$ cat config.mk
export PLATFORM = sky130hd
export DESIGN_NAME = farith_decode
export DESIGN_NICKNAME = d
export VERILOG_FILES = /design/src/logic/farith_pkg.sv /design/src/logic/farith_dec_if.sv /design/src/logic/farith_decode.sv /design/src/logic/farith_classify.sv
export SDC_FILE = /design/constraint.sdc
export NUM_CORES = 1
export LEC_CHECK = 0
export ABC_CLOCK_PERIOD_IN_PS = 6700
export BUFFER_PORTS_ARGS = -buffer_cell sky130_fd_sc_hd__buf_2
export CAP_MARGIN = 25
export CORE_ASPECT_RATIO = 1.1
export CORE_MARGIN = 2
export CORE_UTILIZATION = 47
export DETAILED_ROUTE_END_ITERATION = 10
export PLACE_DENSITY = 0.72
export SYNTH_ARGS = -nofsm -noshare
export SYNTH_HDL_FRONTEND = slang
export SYNTH_HIERARCHICAL = 1
export SYNTH_SLANG_ARGS = --single-unit
export TNS_END_PERCENT = 100
$ cat constraint.sdc
create_clock -name clock -period 6.7 [get_ports clock]
set_input_delay 1.005 -clock clock [delete_from_list [all_inputs] [get_ports clock]]
set_output_delay 1.005 -clock clock [all_outputs]
set_load 0.005 [all_outputs]
$ cat src/logic/farith_pkg.sv
// package of opcode patterns, field positions and clock counts for the
// flag-transfer / carry-arithmetic / add-adjust decoder.
// assumes nothing beyond a SystemVerilog compiler.
package farith_pkg;
    // ==============================
    // opcode patterns
    localparam logic [7:0] OP_LOAD_HIGH_ACC = 8'h9F;
    localparam logic [7:0] OP_STORE_HIGH_ACC = 8'h9E;
    localparam logic [7:0] OP_ASCII_ADJ = 8'h37;
    localparam logic [7:0] OP_DECIMAL_ADJ = 8'h27;
    localparam logic [5:0] OP_ADC_RM = 6'h04;     // 000100dw
    localparam logic [6:0] OP_ADC_ACC = 7'h0A;    // 0001010w
    localparam logic [5:0] OP_BORROW_RM = 6'h06;     // 000110dw
    localparam logic [6:0] OP_BORROW_ACC = 7'h0E;    // 0001110w
    localparam logic [5:0] OP_IMM_GROUP = 6'h20;  // 100000sw
    localparam logic [2:0] GRP_ADC = 3'h2;
    localparam logic [2:0] GRP_BORROW = 3'h3;
    localparam logic [1:0] MOD_REG = 2'h3;
    // ==============================
    // field positions in the operand byte
    localparam int MOD_HI = 7;
    localparam int MOD_LO = 6;
    localparam int REG_HI = 5;
    localparam int REG_LO = 3;
    localparam int RM_HI = 2;
    localparam int RM_LO = 0;
    // ==============================
    // clock counts, same in real and protected mode
    localparam logic [3:0] CLK_FLAG_XFER = 4'h2;
    localparam logic [3:0] CLK_RM_REG = 4'h2;
    localparam logic [3:0] CLK_IMM_REG = 4'h3;
    localparam logic [3:0] CLK_MEM = 4'h7;
    localparam logic [3:0] CLK_ACC_IMM = 4'h3;
    localparam logic [3:0] CLK_ADJUST = 4'h3;
    localparam logic [3:0] CLK_RESET = 4'h0;
    // ==============================
    // operation classes
    typedef enum logic [2:0] {
        FA_NONE, FA_LOAD_HIGH_ACC, FA_STORE_HIGH_ACC, FA_ADC,
        FA_SUBTRACT_WITH_BORROW, FA_ASCII_ADD_ADJUST, FA_DECIMAL_ADD_ADJUST
    } farith_op_t;
    typedef enum logic [1:0] {FORM_NONE, FORM_RM, FORM_IMM, FORM_ACC} farith_form_t;
endpackage

$ cat src/logic/farith_dec_if.sv
// carrier between the sequencer and its combinational opcode classifier.
// assumes both ends share one clock domain.
`timescale 1ns/100ps
`default_nettype none
interface farith_dec_if;
    import farith_pkg::*;
    logic [7:0] opByte;
    logic [7:0] modrmByte;
    farith_op_t op;
    farith_form_t form;
    logic needsModrm;
    logic wideBit;
    logic dirBit;
    logic signBit;
    logic [3:0] clocks;
    modport classifier (input opByte, modrmByte,
        output op, form, needsModrm, wideBit, dirBit, signBit, clocks);
    modport user (output opByte, modrmByte,
        input op, form, needsModrm, wideBit, dirBit, signBit, clocks);
endinterface
`default_nettype wire

$ cat src/logic/farith_decode.sv
// top of the flag-transfer / carry-arithmetic / add-adjust decoder:
// takes opcode bytes, fetches a modrm byte when needed, sequences clocks.
// assumes the byte source holds each byte until byteTaken.
`timescale 1ns/100ps
`default_nettype none
module farith_decode
    import farith_pkg::*;
(
    // clock and reset
    input wire logic clock,
    input wire logic rst,
    // byte stream in
    input wire logic byteValid,
    input wire logic [7:0] byteData,
    output logic byteTaken,
    // decoded instruction
    output farith_op_t opOut,
    output farith_form_t formOut,
    output logic wideOut,
    output logic dirOut,
    output logic signOut,
    output logic [2:0] regOut,
    output logic [2:0] rmOut,
    output logic [1:0] modOut,
    output logic [3:0] clocksOut,
    // status
    output logic busy,
    output logic done,
    output logic unknownOp
);
    // ==============================
    // state
    typedef enum logic [1:0] {S_OPCODE, S_MODRM, S_EXEC} farith_state_t;
    farith_state_t state_reg;
    logic [7:0] op_reg;
    logic [3:0] count_reg;
    farith_dec_if dec ();

    farith_classify u_classify (
        .dec(dec)
    );

    // opcode byte is read from the bus in S_OPCODE, and from op_reg once it has been captured
    assign dec.opByte = (state_reg == S_OPCODE) ? byteData : op_reg;
    assign dec.modrmByte = byteData;

    // ==============================
    // take decisions from the same-clock byte source; execLast comes from state and countdown only
    logic accept;
    logic takeOpcode;
    logic takeModrm;
    logic opcodeNeedsModrm;
    logic opcodeUnknown;
    logic opcodeStarts;
    logic modrmUnknown;
    logic modrmStarts;
    logic execStart;
    logic execLast;

    // the consume pulse doubles as a one-cycle hold-off, so a source slow to
    // drop byteValid cannot have the same byte taken twice
    assign accept = byteValid && !byteTaken && (state_reg != S_EXEC);
    assign takeOpcode = accept && (state_reg == S_OPCODE);
    assign takeModrm = accept && (state_reg == S_MODRM);
    assign opcodeNeedsModrm = takeOpcode && dec.needsModrm;
    assign opcodeUnknown = takeOpcode && !dec.needsModrm && (dec.op == FA_NONE);
    assign opcodeStarts = takeOpcode && !dec.needsModrm && (dec.op != FA_NONE);
    assign modrmUnknown = takeModrm && (dec.op == FA_NONE);
    assign modrmStarts = takeModrm && (dec.op != FA_NONE);
    assign execStart = opcodeStarts || modrmStarts;
    // a count of 1 still spends one execute cycle, nothing ends on its take edge
    assign execLast = (state_reg == S_EXEC) && (count_reg <= 4'h1);

    // ==============================
    // sequencer state
    always_ff @(posedge clock) begin
        if (rst) begin
            state_reg <= S_OPCODE;
        end else begin
            unique case (state_reg)
                S_OPCODE: begin
                    if (opcodeNeedsModrm) begin
                        state_reg <= S_MODRM;
                    end else if (opcodeStarts) begin
                        state_reg <= S_EXEC;
                    end
                end
                S_MODRM: begin
                    if (modrmUnknown) begin
                        state_reg <= S_OPCODE;
                    end else if (modrmStarts) begin
                        state_reg <= S_EXEC;
                    end
                end
                S_EXEC: begin
                    if (execLast) begin
                        state_reg <= S_OPCODE;
                    end
                end
            endcase
        end
    end

    // ==============================
    // execute countdown, loaded with one less than the count of the decoded form
    always_ff @(posedge clock) begin
        if (rst) begin
            count_reg <= CLK_RESET;
        end else if (execStart) begin
            count_reg <= dec.clocks - 4'h1;
        end else if ((state_reg == S_EXEC) && !execLast) begin
            count_reg <= count_reg - 4'h1;
        end
    end

    // ==============================
    // opcode held for the classifier while the modrm byte is on the bus
    always_ff @(posedge clock) begin
        if (rst) begin
            op_reg <= 8'h00;
        end else if (takeOpcode) begin
            op_reg <= byteData;
        end
    end

    // ==============================
    // consume pulse
    always_ff @(posedge clock) begin
        if (rst) begin
            byteTaken <= 1'b0;
        end else begin
            byteTaken <= accept;
        end
    end

    // ==============================
    // busy from the first byte of an instruction to its done pulse
    always_ff @(posedge clock) begin
        if (rst) begin
            busy <= 1'b0;
        end else if (opcodeNeedsModrm || opcodeStarts) begin
            busy <= 1'b1;
        end else if (modrmUnknown || execLast) begin
            busy <= 1'b0;
        end
    end

    // ==============================
    // done pulse
    always_ff @(posedge clock) begin
        if (rst) begin
            done <= 1'b0;
        end else begin
            done <= execLast;
        end
    end

    // ==============================
    // unknown pulse: foreign opcode, or group opcode with a foreign reg field
    always_ff @(posedge clock) begin
        if (rst) begin
            unknownOp <= 1'b0;
        end else begin
            unknownOp <= opcodeUnknown || modrmUnknown;
        end
    end

    // ==============================
    // decoded class, latched when the last byte of the instruction is taken
    always_ff @(posedge clock) begin
        if (rst) begin
            opOut <= FA_NONE;
            formOut <= FORM_NONE;
        end else if (execStart) begin
            opOut <= dec.op;
            formOut <= dec.form;
        end
    end

    // ==============================
    // width, direction and sign-extension bits; d and s mean something only
    // in the forms that carry them, so they read 0 elsewhere
    always_ff @(posedge clock) begin
        if (rst) begin
            wideOut <= 1'b0;
            dirOut <= 1'b0;
            signOut <= 1'b0;
        end else if (execStart) begin
            wideOut <= dec.wideBit;
            dirOut <= (dec.form == FORM_RM) ? dec.dirBit : 1'b0;
            signOut <= (dec.form == FORM_IMM) ? dec.signBit : 1'b0;
        end
    end

    // ==============================
    // operand byte fields, 0 for the forms that have no operand byte
    always_ff @(posedge clock) begin
        if (rst) begin
            regOut <= 3'h0;
            rmOut <= 3'h0;
            modOut <= 2'h0;
        end else if (modrmStarts) begin
            regOut <= byteData[REG_HI:REG_LO];
            rmOut <= byteData[RM_HI:RM_LO];
            modOut <= byteData[MOD_HI:MOD_LO];
        end else if (opcodeStarts) begin
            regOut <= 3'h0;
            rmOut <= 3'h0;
            modOut <= 2'h0;
        end
    end

    // ==============================
    // clock count of the instruction
    always_ff @(posedge clock) begin
        if (rst) begin
            clocksOut <= CLK_RESET;
        end else if (execStart) begin
            clocksOut <= dec.clocks;
        end
    end
endmodule // farith_decode
`default_nettype wire

$ cat src/logic/farith_classify.sv
// combinational opcode classifier: op class, form, d/w/s bits, clock count.
// assumes the operand byte is valid only when needsModrm is set.
`timescale 1ns/100ps
`default_nettype none
module farith_classify
    import farith_pkg::*;
(
    farith_dec_if.classifier dec
);
    logic isMem;
    logic [7:0] b;
    logic [2:0] grp;
    always_comb begin
        b = dec.opByte;
        grp = dec.modrmByte[REG_HI:REG_LO];
        isMem = (dec.modrmByte[MOD_HI:MOD_LO] != MOD_REG);
        dec.op = FA_NONE;
        dec.form = FORM_NONE;
        dec.needsModrm = 1'b0;
        dec.clocks = CLK_RESET;
        dec.wideBit = b[0];
        dec.dirBit = b[1];
        dec.signBit = b[1];
        if (b == OP_LOAD_HIGH_ACC) begin
            dec.op = FA_LOAD_HIGH_ACC;
            dec.clocks = CLK_FLAG_XFER;
        end else if (b == OP_STORE_HIGH_ACC) begin
            dec.op = FA_STORE_HIGH_ACC;
            dec.clocks = CLK_FLAG_XFER;
        end else if (b == OP_ASCII_ADJ) begin
            dec.op = FA_ASCII_ADD_ADJUST;
            dec.clocks = CLK_ADJUST;
        end else if (b == OP_DECIMAL_ADJ) begin
            dec.op = FA_DECIMAL_ADD_ADJUST;
            dec.clocks = CLK_ADJUST;
        end else if (b[7:2] == OP_ADC_RM || b[7:2] == OP_BORROW_RM) begin
            dec.op = (b[7:2] == OP_ADC_RM) ? FA_ADC : FA_SUBTRACT_WITH_BORROW;
            dec.form = FORM_RM;
            dec.needsModrm = 1'b1;
            dec.clocks = isMem ? CLK_MEM : CLK_RM_REG;
        end else if (b[7:2] == OP_IMM_GROUP && (grp == GRP_ADC || grp == GRP_BORROW)) begin
            dec.op = (grp == GRP_ADC) ? FA_ADC : FA_SUBTRACT_WITH_BORROW;
            dec.form = FORM_IMM;
            dec.needsModrm = 1'b1;
            dec.clocks = isMem ? CLK_MEM : CLK_IMM_REG;
        end else if (b[7:1] == OP_ADC_ACC || b[7:1] == OP_BORROW_ACC) begin
            dec.op = (b[7:1] == OP_ADC_ACC) ? FA_ADC : FA_SUBTRACT_WITH_BORROW;
            dec.form = FORM_ACC;
            dec.clocks = CLK_ACC_IMM;
        end
        // the group opcode with another reg field belongs to other decoders
        if (b[7:2] == OP_IMM_GROUP && grp != GRP_ADC && grp != GRP_BORROW) begin
            dec.needsModrm = 1'b1;
        end
    end
endmodule // farith_classify
`default_nettype wire

== After elaboration in Yosys (flattened, before gate mapping) ==
Cells that the tools add are included.

* Flip-flop bits (word level): 38
* Bits of input ports: 11
* Output and inout port bits: 24
* Word-level logic and storage cells: 124

* Add/sub/neg operators: 2
* Order comparisons: 1
* Equality and inequality tests: 22
* Mux-type cells: 51
* Reduce and logical (&&, ||, !) cells: 32

{| class="wikitable"
|+ Operators by type and width
! kind !! number
|-
| two-way mux 3 bit || 15
|-
| two-way mux 4 bit || 8
|-
| two-way mux 2 bit || 15
|-
| equality test 8 x 6 -> 1 bit, second input constant || 2
|-
| equality test 8 bit, second input constant || 2
|-
| logical AND 1 bit || 15
|-
| equality test 7 x 4 -> 1 bit, second input constant || 2
|-
| equality test 6 x 3 -> 1 bit, second input constant || 2
|-
| two-way mux 1 bit || 11
|-
| two-way mux 8 bit || 1
|-
| subtractor 4 x 1 -> 4 bit, second input constant || 2
|-
| logical OR 1 bit || 7
|-
| equality test 3 x 2 -> 1 bit, second input constant || 2
|-
| equality test 6 bit, second input constant || 1
|-
| inequality test 2 bit, second input constant || 3
|-
| inequality test 3 x 2 -> 1 bit, second input constant || 2
|-
| inequality test 3 bit, second input constant || 2
|-
| one-hot mux 2 bit (3 select lines) || 1
|-
| nonzero test 2 bit || 3
|-
| equality test 2 x 1 -> 1 bit, second input constant || 2
|-
| equality test 2 bit, second input constant || 2
|-
| less-or-equal comparator 4 x 1 -> 1 bit, second input constant || 1
|-
| zero test 1 bit || 3
|-
| zero test 3 bit || 1
|-
| 3 further kinds || 3
|}

== Logic depth before layout (Yosys ltp) ==
* Word-level depth: 17
* Depth in mapped cells: 13
* Gate-level depth less buffers: 11

== Modules after synthesis ==
The synthesis kept the hierarchy.

{| class="wikitable"
|+ By module, submodules not included
! module !! instances !! cells an instance !! area each (um2) !! seq. area each (um2)
|-
| farith_decode || 1 || 194 || 1740.4 || 760.7
|-
| farith_classify || 1 || 40 || 276.5 || 0.0
|}

== Least setup slack after synthesis ==
No wires, ideal clock.

* Path kind: reg2reg
* Start: register state_reg[1]
* End: register modOut[0]
* Setup time: 128 ps
* Arrival time: 3408 ps
* Required time: 6572 ps
* Setup slack: 3165 ps
* Cell stages (with the launch flop): 14
* Path buffers: 2
* Clock period less this slack: 3535 ps
* Cell sequence: dfxtp_1 > inv_1 > ha_1 > buf_1 > mux2_2 > or4b_4 > nand2b_4 > o221a_1 > a221oi_1 > or3_1 > o211ai_4 > buf_4 > a22oi_1 > nor2_1

* Elaborated cells between the ends (all ways): 44
* Those cells by class: eq/ne (11); mux (18); reduce/logical (15)

{| class="wikitable"
|+ RTL lines
! what !! RTL line !! RTL
|-
| start: declaration || farith_decode.sv:34 || <nowiki>farith_state_t state_reg;</nowiki>
|-
| start signal: assignment || farith_decode.sv:78 || <nowiki>state_reg <= S_OPCODE;</nowiki>
|-
| start signal: assignment || farith_decode.sv:83 || <nowiki>state_reg <= S_MODRM;</nowiki>
|-
| start signal: assignment || farith_decode.sv:85 || <nowiki>state_reg <= S_EXEC;</nowiki>
|-
| zero test 2 bit (*) || farith_decode.sv:44 || <nowiki>assign dec.opByte = (state_reg == S_OPCODE) ? byteData : op_reg;</nowiki>
|-
| two-way mux 8 bit (*) || farith_decode.sv:44 ||
|-
| via dec.opByte[5] || farith_dec_if.sv:7 || <nowiki>logic [7:0] opByte;</nowiki>
|-
| equality test 7 x 4 -> 1 bit, on equally long branches || farith_classify.sv:46, farith_classify.sv:47 ||
|-
| two-way mux 3 bit or logical OR 1 bit (tied branches) || farith_classify.sv:47, farith_classify.sv:46 ||
|-
| two-way mux 3 bit || farith_classify.sv:46 || <nowiki>end else if (b[7:1] == OP_ADC_ACC || b[7:1] == OP_BORROW_ACC) begin</nowiki>
|-
| two-way mux 3 bit || farith_classify.sv:41 || <nowiki>end else if (b[7:2] == OP_IMM_GROUP && (grp == GRP_ADC || grp == GRP_BORROW)) begin</nowiki>
|-
| two-way mux 3 bit || farith_classify.sv:36 || <nowiki>end else if (b[7:2] == OP_ADC_RM || b[7:2] == OP_BORROW_RM) begin</nowiki>
|-
| two-way mux 3 bit || farith_classify.sv:33 || <nowiki>end else if (b == OP_DECIMAL_ADJ) begin</nowiki>
|-
| two-way mux 3 bit || farith_classify.sv:30 || <nowiki>end else if (b == OP_ASCII_ADJ) begin</nowiki>
|-
| two-way mux 3 bit || farith_classify.sv:27 || <nowiki>end else if (b == OP_STORE_HIGH_ACC) begin</nowiki>
|-
| two-way mux 3 bit (*) || farith_classify.sv:24 || <nowiki>if (b == OP_LOAD_HIGH_ACC) begin</nowiki>
|-
| via dec.op[0] || farith_dec_if.sv:9 || <nowiki>farith_op_t op;</nowiki>
|-
| nonzero test 3 bit (*) || farith_decode.sv:67, farith_decode.sv:69 ||
|-
| logical AND 1 bit, on equally long branches || farith_decode.sv:69, farith_decode.sv:67 ||
|-
| two-way mux 2 bit or nonzero test 2 bit (tied branches) || n/a ||
|-
| end signal: assignment || farith_decode.sv:205 || <nowiki>modOut <= byteData[MOD_HI:MOD_LO];</nowiki>
|-
| end: declaration || farith_decode.sv:24 || <nowiki>output logic [1:0] modOut,</nowiki>
|}

The timed path passes the listed nets; every way through them passes the cells marked *.
A chain may end at the register's enable or synchronous reset.

== Worst setup path in the final report ==
* Start: register state_reg[1]
* End: register regOut[2]

* Elaborated cells between the ends (all ways): 44
* Those cells by class: eq/ne (11); mux (18); reduce/logical (15)

{| class="wikitable"
|+ RTL lines
! what !! RTL line !! RTL
|-
| zero test 2 bit (*) || farith_decode.sv:44 ||
|-
| two-way mux 8 bit (*) || farith_decode.sv:44 ||
|-
| via dec.opByte[5] || farith_dec_if.sv:7 ||
|-
| equality test 7 x 4 -> 1 bit, on equally long branches || farith_classify.sv:46, farith_classify.sv:47 ||
|-
| two-way mux 3 bit or logical OR 1 bit (tied branches) || farith_classify.sv:47, farith_classify.sv:46 ||
|-
| two-way mux 3 bit || farith_classify.sv:46 ||
|-
| two-way mux 3 bit || farith_classify.sv:41 ||
|-
| two-way mux 3 bit || farith_classify.sv:36 ||
|-
| two-way mux 3 bit || farith_classify.sv:33 ||
|-
| two-way mux 3 bit || farith_classify.sv:30 ||
|-
| two-way mux 3 bit || farith_classify.sv:27 ||
|-
| two-way mux 3 bit (*) || farith_classify.sv:24 ||
|-
| via dec.op[0] || farith_dec_if.sv:9 ||
|-
| nonzero test 3 bit (*) || farith_decode.sv:67, farith_decode.sv:69 ||
|-
| logical AND 1 bit, on equally long branches || farith_decode.sv:69, farith_decode.sv:67 ||
|-
| two-way mux 3 bit or nonzero test 2 bit (tied branches) || n/a ||
|-
| end signal: assignment || farith_decode.sv:203 || <nowiki>regOut <= byteData[REG_HI:REG_LO];</nowiki>
|-
| end: declaration || farith_decode.sv:22 || <nowiki>output logic [2:0] regOut,</nowiki>
|}

Marks and branches as above.

==> flow_metrics.tcl <==
set metrics [dict create \
    max_freq_ghz 0.263 \
    overflow 0 \
    ys_warn_count 6 \
    die_w_um 66.5 \
    crit_type "register to register" \
    diodes 0 \
    ys_types 56 \
    grt_pass1_vias 1574 \
    path_clk_slew_ns 0.07 \
    fin_setup_tns_ns 0 \
    ant_nets 0 \
    routed_wl_mm 4.28 \
    power_switching_mw 0.269 \
    grt_usage 0.185 \
    path_max_fanout 24 \
    fillCellCount 393 \
    portBuffers 34 \
    antenna_found_initial 0 \
    synthFlopType "dfxtp_1" \
    power_density_nw_per_um2 329 \
    finalWeightedCongestion 0.877 \
    final.setup_skew_ns 0.00745 \
    layout_worst_path_cycle_share 0.567 \
    routed_wire_length_per_instance_um 13.6 \
    syn_nets 251 \
    crit_path_end_kind "register" \
    cts_tree "built" \
    grt_first_pass_wirelength_mm 7.08 \
    cts_made_buffers 5 \
    status "finished, final reports clean" \
    start_kind "register" \
    vias 1730 \
    syn_area_per_cell_um2 8.62 \
    min_path_type "register to register" \
    ir_drop_mv 0.156 \
    ctsResizeCount 0 \
    postCtsSetupBuffers 0 \
    seq_area_um2 761 \
    drive_above_1_share 0.231 \
    pwr-share-seq 0.356 \
    clkPwrFrac 0.250 \
    core_um2 4050 \
    maxCapViolations 0 \
    cts_hold_buf 0 \
    layout.nets 280 \
    cp_data_required_time_ns 6.85 \
    die_y_um 72.7 \
    io_pins 35 \
    synth.cell_area_um2 2020 \
    worstMarginPinSlew_ns 0.689 \
    grt_max_degree 41 \
    synth_edf_count 0 \
    rsz0062_at_grt "no" \
    cts_max_level 2 \
    arrival_ns 3.95 \
    power.static_leakage_nw 0.936 \
    drt_iter0_markers 75 \
    initial_core_util 0.498 \
    hpwl_mm 3.09 \
    dieArea_um2 4830 \
    largest_reg_flops 8 \
    finalHoldViolCount 0 \
    rows 24 \
    slew_viol_final 0 \
    clock_path_buffers 2 \
    drcViolationCount 0 \
    via_per_inst 5.47 \
    finalSetupViolCount 0 \
    synth-seq-area-share 0.377 \
    cts-root-buf "clkbuf_8" \
    internal_power_mw 0.483 \
    cts_sinks 38 \
    switching_share 0.357 \
    syn_inst 234 \
    syn_to_final_growth_pct 13.4 \
    synth-seq-cells 38 \
    multi_input_area_um2 1130 \
    async_flop_share 0 \
    first_pass_iters 4 \
    combPwrFrac 0.393 \
    insertion_delay_ns 0.29 \
    relSlewSlack 0.541 \
    post-route-util 0.564 \
    fin_crit_ns 3.80 \
]
## critical path, stage by stage (launching register included)
cell	delay, ns
dfxtp_1	0.32
inv_1	0.09
ha_1	0.49
mux2_2	0.45
or4b_4	0.57
nand2b_4	0.17
o221a_1	0.24
a221oi_1	0.40
or3_1	0.32
o211ai_4	0.28
a22oi_1	0.27
nor2_1	0.06
## power by group through the flow
stage                     Sequential, mW  Clock (mW)  Combinational [mW]
after floorplan                    0.271           0               0.245
after global placement             0.272           0               0.290
after detailed placement           0.273           0               0.293
after CTS                          0.268       0.191               0.295
after global routing               0.271       0.201               0.329
final                              0.268       0.188               0.296
## area by class of cell
class                           count  area share
Inverter                           13      0.0213
Timing Repair Buffer               35      0.0777
Sequential cell                    38       0.333
Multi-Input combinational cell    170       0.493
Clock buffer                        7      0.0334
Clock inverter                      1      0.0131
Tap cell                           52      0.0284
## placed cells by master, fill, tap and decap left out, drive strengths merged, types with 3 or more instances in the layout
| cell type | count |
|---|---|
| a211oi | 4 |
| a21oi | 22 |
| a22oi | 11 |
| buf | 35 |
| clkbuf | 7 |
| dfxtp | 38 |
| ha | 6 |
| inv | 13 |
| mux2 | 8 |
| nand2 | 39 |
| nand4b | 4 |
| nor2 | 19 |
| nor3 | 7 |
| nor3b | 3 |
| o21ai | 6 |
| or4b | 3 |
## kinds of logic (layout without fill, tap and decap cells)
| kind of cell | after synthesis | in the layout | synth area share |
|---|---|---|---|
| and+or+nand+nor | 92 | 92 | 0.251 |
| adders and majority gates | 6 | 6 | 0.0372 |
| xor gates and xnor gates | 4 | 4 | 0.0174 |
| DFF | 38 | 38 | 0.377 |
| AOI/OAI and AO/OA | 58 | 58 | 0.202 |
| buffers and inverters | 26 | 56 | 0.0633 |
| muxes | 9 | 9 | 0.0496 |
| other | 1 | 1 | 0.00186 |
## synth_stat cells (all sizes together), types with 2 or more instances
| cell | instances | share of area |
|---|---|---|
| a211o | 2 | 0.0087 |
| a211oi | 4 | 0.017 |
| a21o | 2 | 0.0074 |
| a21oi | 22 | 0.055 |
| a221oi | 2 | 0.0087 |
| a22oi | 11 | 0.041 |
| and2 | 2 | 0.0068 |
| and3b | 2 | 0.0093 |
| buf | 8 | 0.030 |
| clkbuf | 5 | 0.0093 |
| dfxtp | 38 | 0.38 |
| ha | 6 | 0.037 |
| inv | 13 | 0.024 |
| mux2 | 8 | 0.045 |
| nand2 | 39 | 0.074 |
| nand2b | 2 | 0.0099 |
| nand3 | 2 | 0.0050 |
| nand4b | 4 | 0.017 |
| nor2 | 19 | 0.035 |
| nor2b | 2 | 0.0062 |
| nor3 | 7 | 0.023 |
| nor3b | 3 | 0.017 |
| o21ai | 6 | 0.015 |
| or4b | 3 | 0.017 |
| xnor2 | 2 | 0.0087 |
| xor2 | 2 | 0.0087 |
## metal layers
layer | GRT usage | vias to the layer above | part of all wire
li1 | - | 880 | -
met2 | 0.307 | 23 | 0.50
met4 | 0.0499 | 0 | 0.011
met3 | 0.0417 | 5 | 0.030
met5 | 0 | - | 0
met1 | 0.243 | 822 | 0.46
## through the flow
stage | setup slack (ns) | instance area [um2] | std cells | total power [mW] | hold slack (ns)
floorplan | 3.16 | 2020 | 234 | 0.515 | 0.434
global placement | 2.89 | 2180 | 308 | 0.562 | 0.443
detailed placement | 2.79 | 2180 | 308 | 0.566 | 0.447
CTS | 2.88 | 2290 | 316 | 0.754 | 0.458
global route | 2.56 | 2290 | 316 | 0.801 | 0.478
finish | 2.90 | 2290 | 316 | 0.752 | 0.454
## worst paths after layout
kind                             startpoint                   endpoint  slack, ns  cells past startpoint
setup / recovery  state_reg[1]$_SDFFE_PP0P_     regOut[2]$_SDFFE_PP0N_       2.90                     11
hold reg to reg   clocksOut[0]$_SDFFE_PP0N_  clocksOut[0]$_SDFFE_PP0N_       0.45                      2
hold / removal    clocksOut[0]$_SDFFE_PP0N_  clocksOut[0]$_SDFFE_PP0N_       0.45                      2
setup reg to reg  state_reg[1]$_SDFFE_PP0P_     regOut[2]$_SDFFE_PP0N_       2.90                     11
No activity file was read; power rests on OpenSTA's default activity.
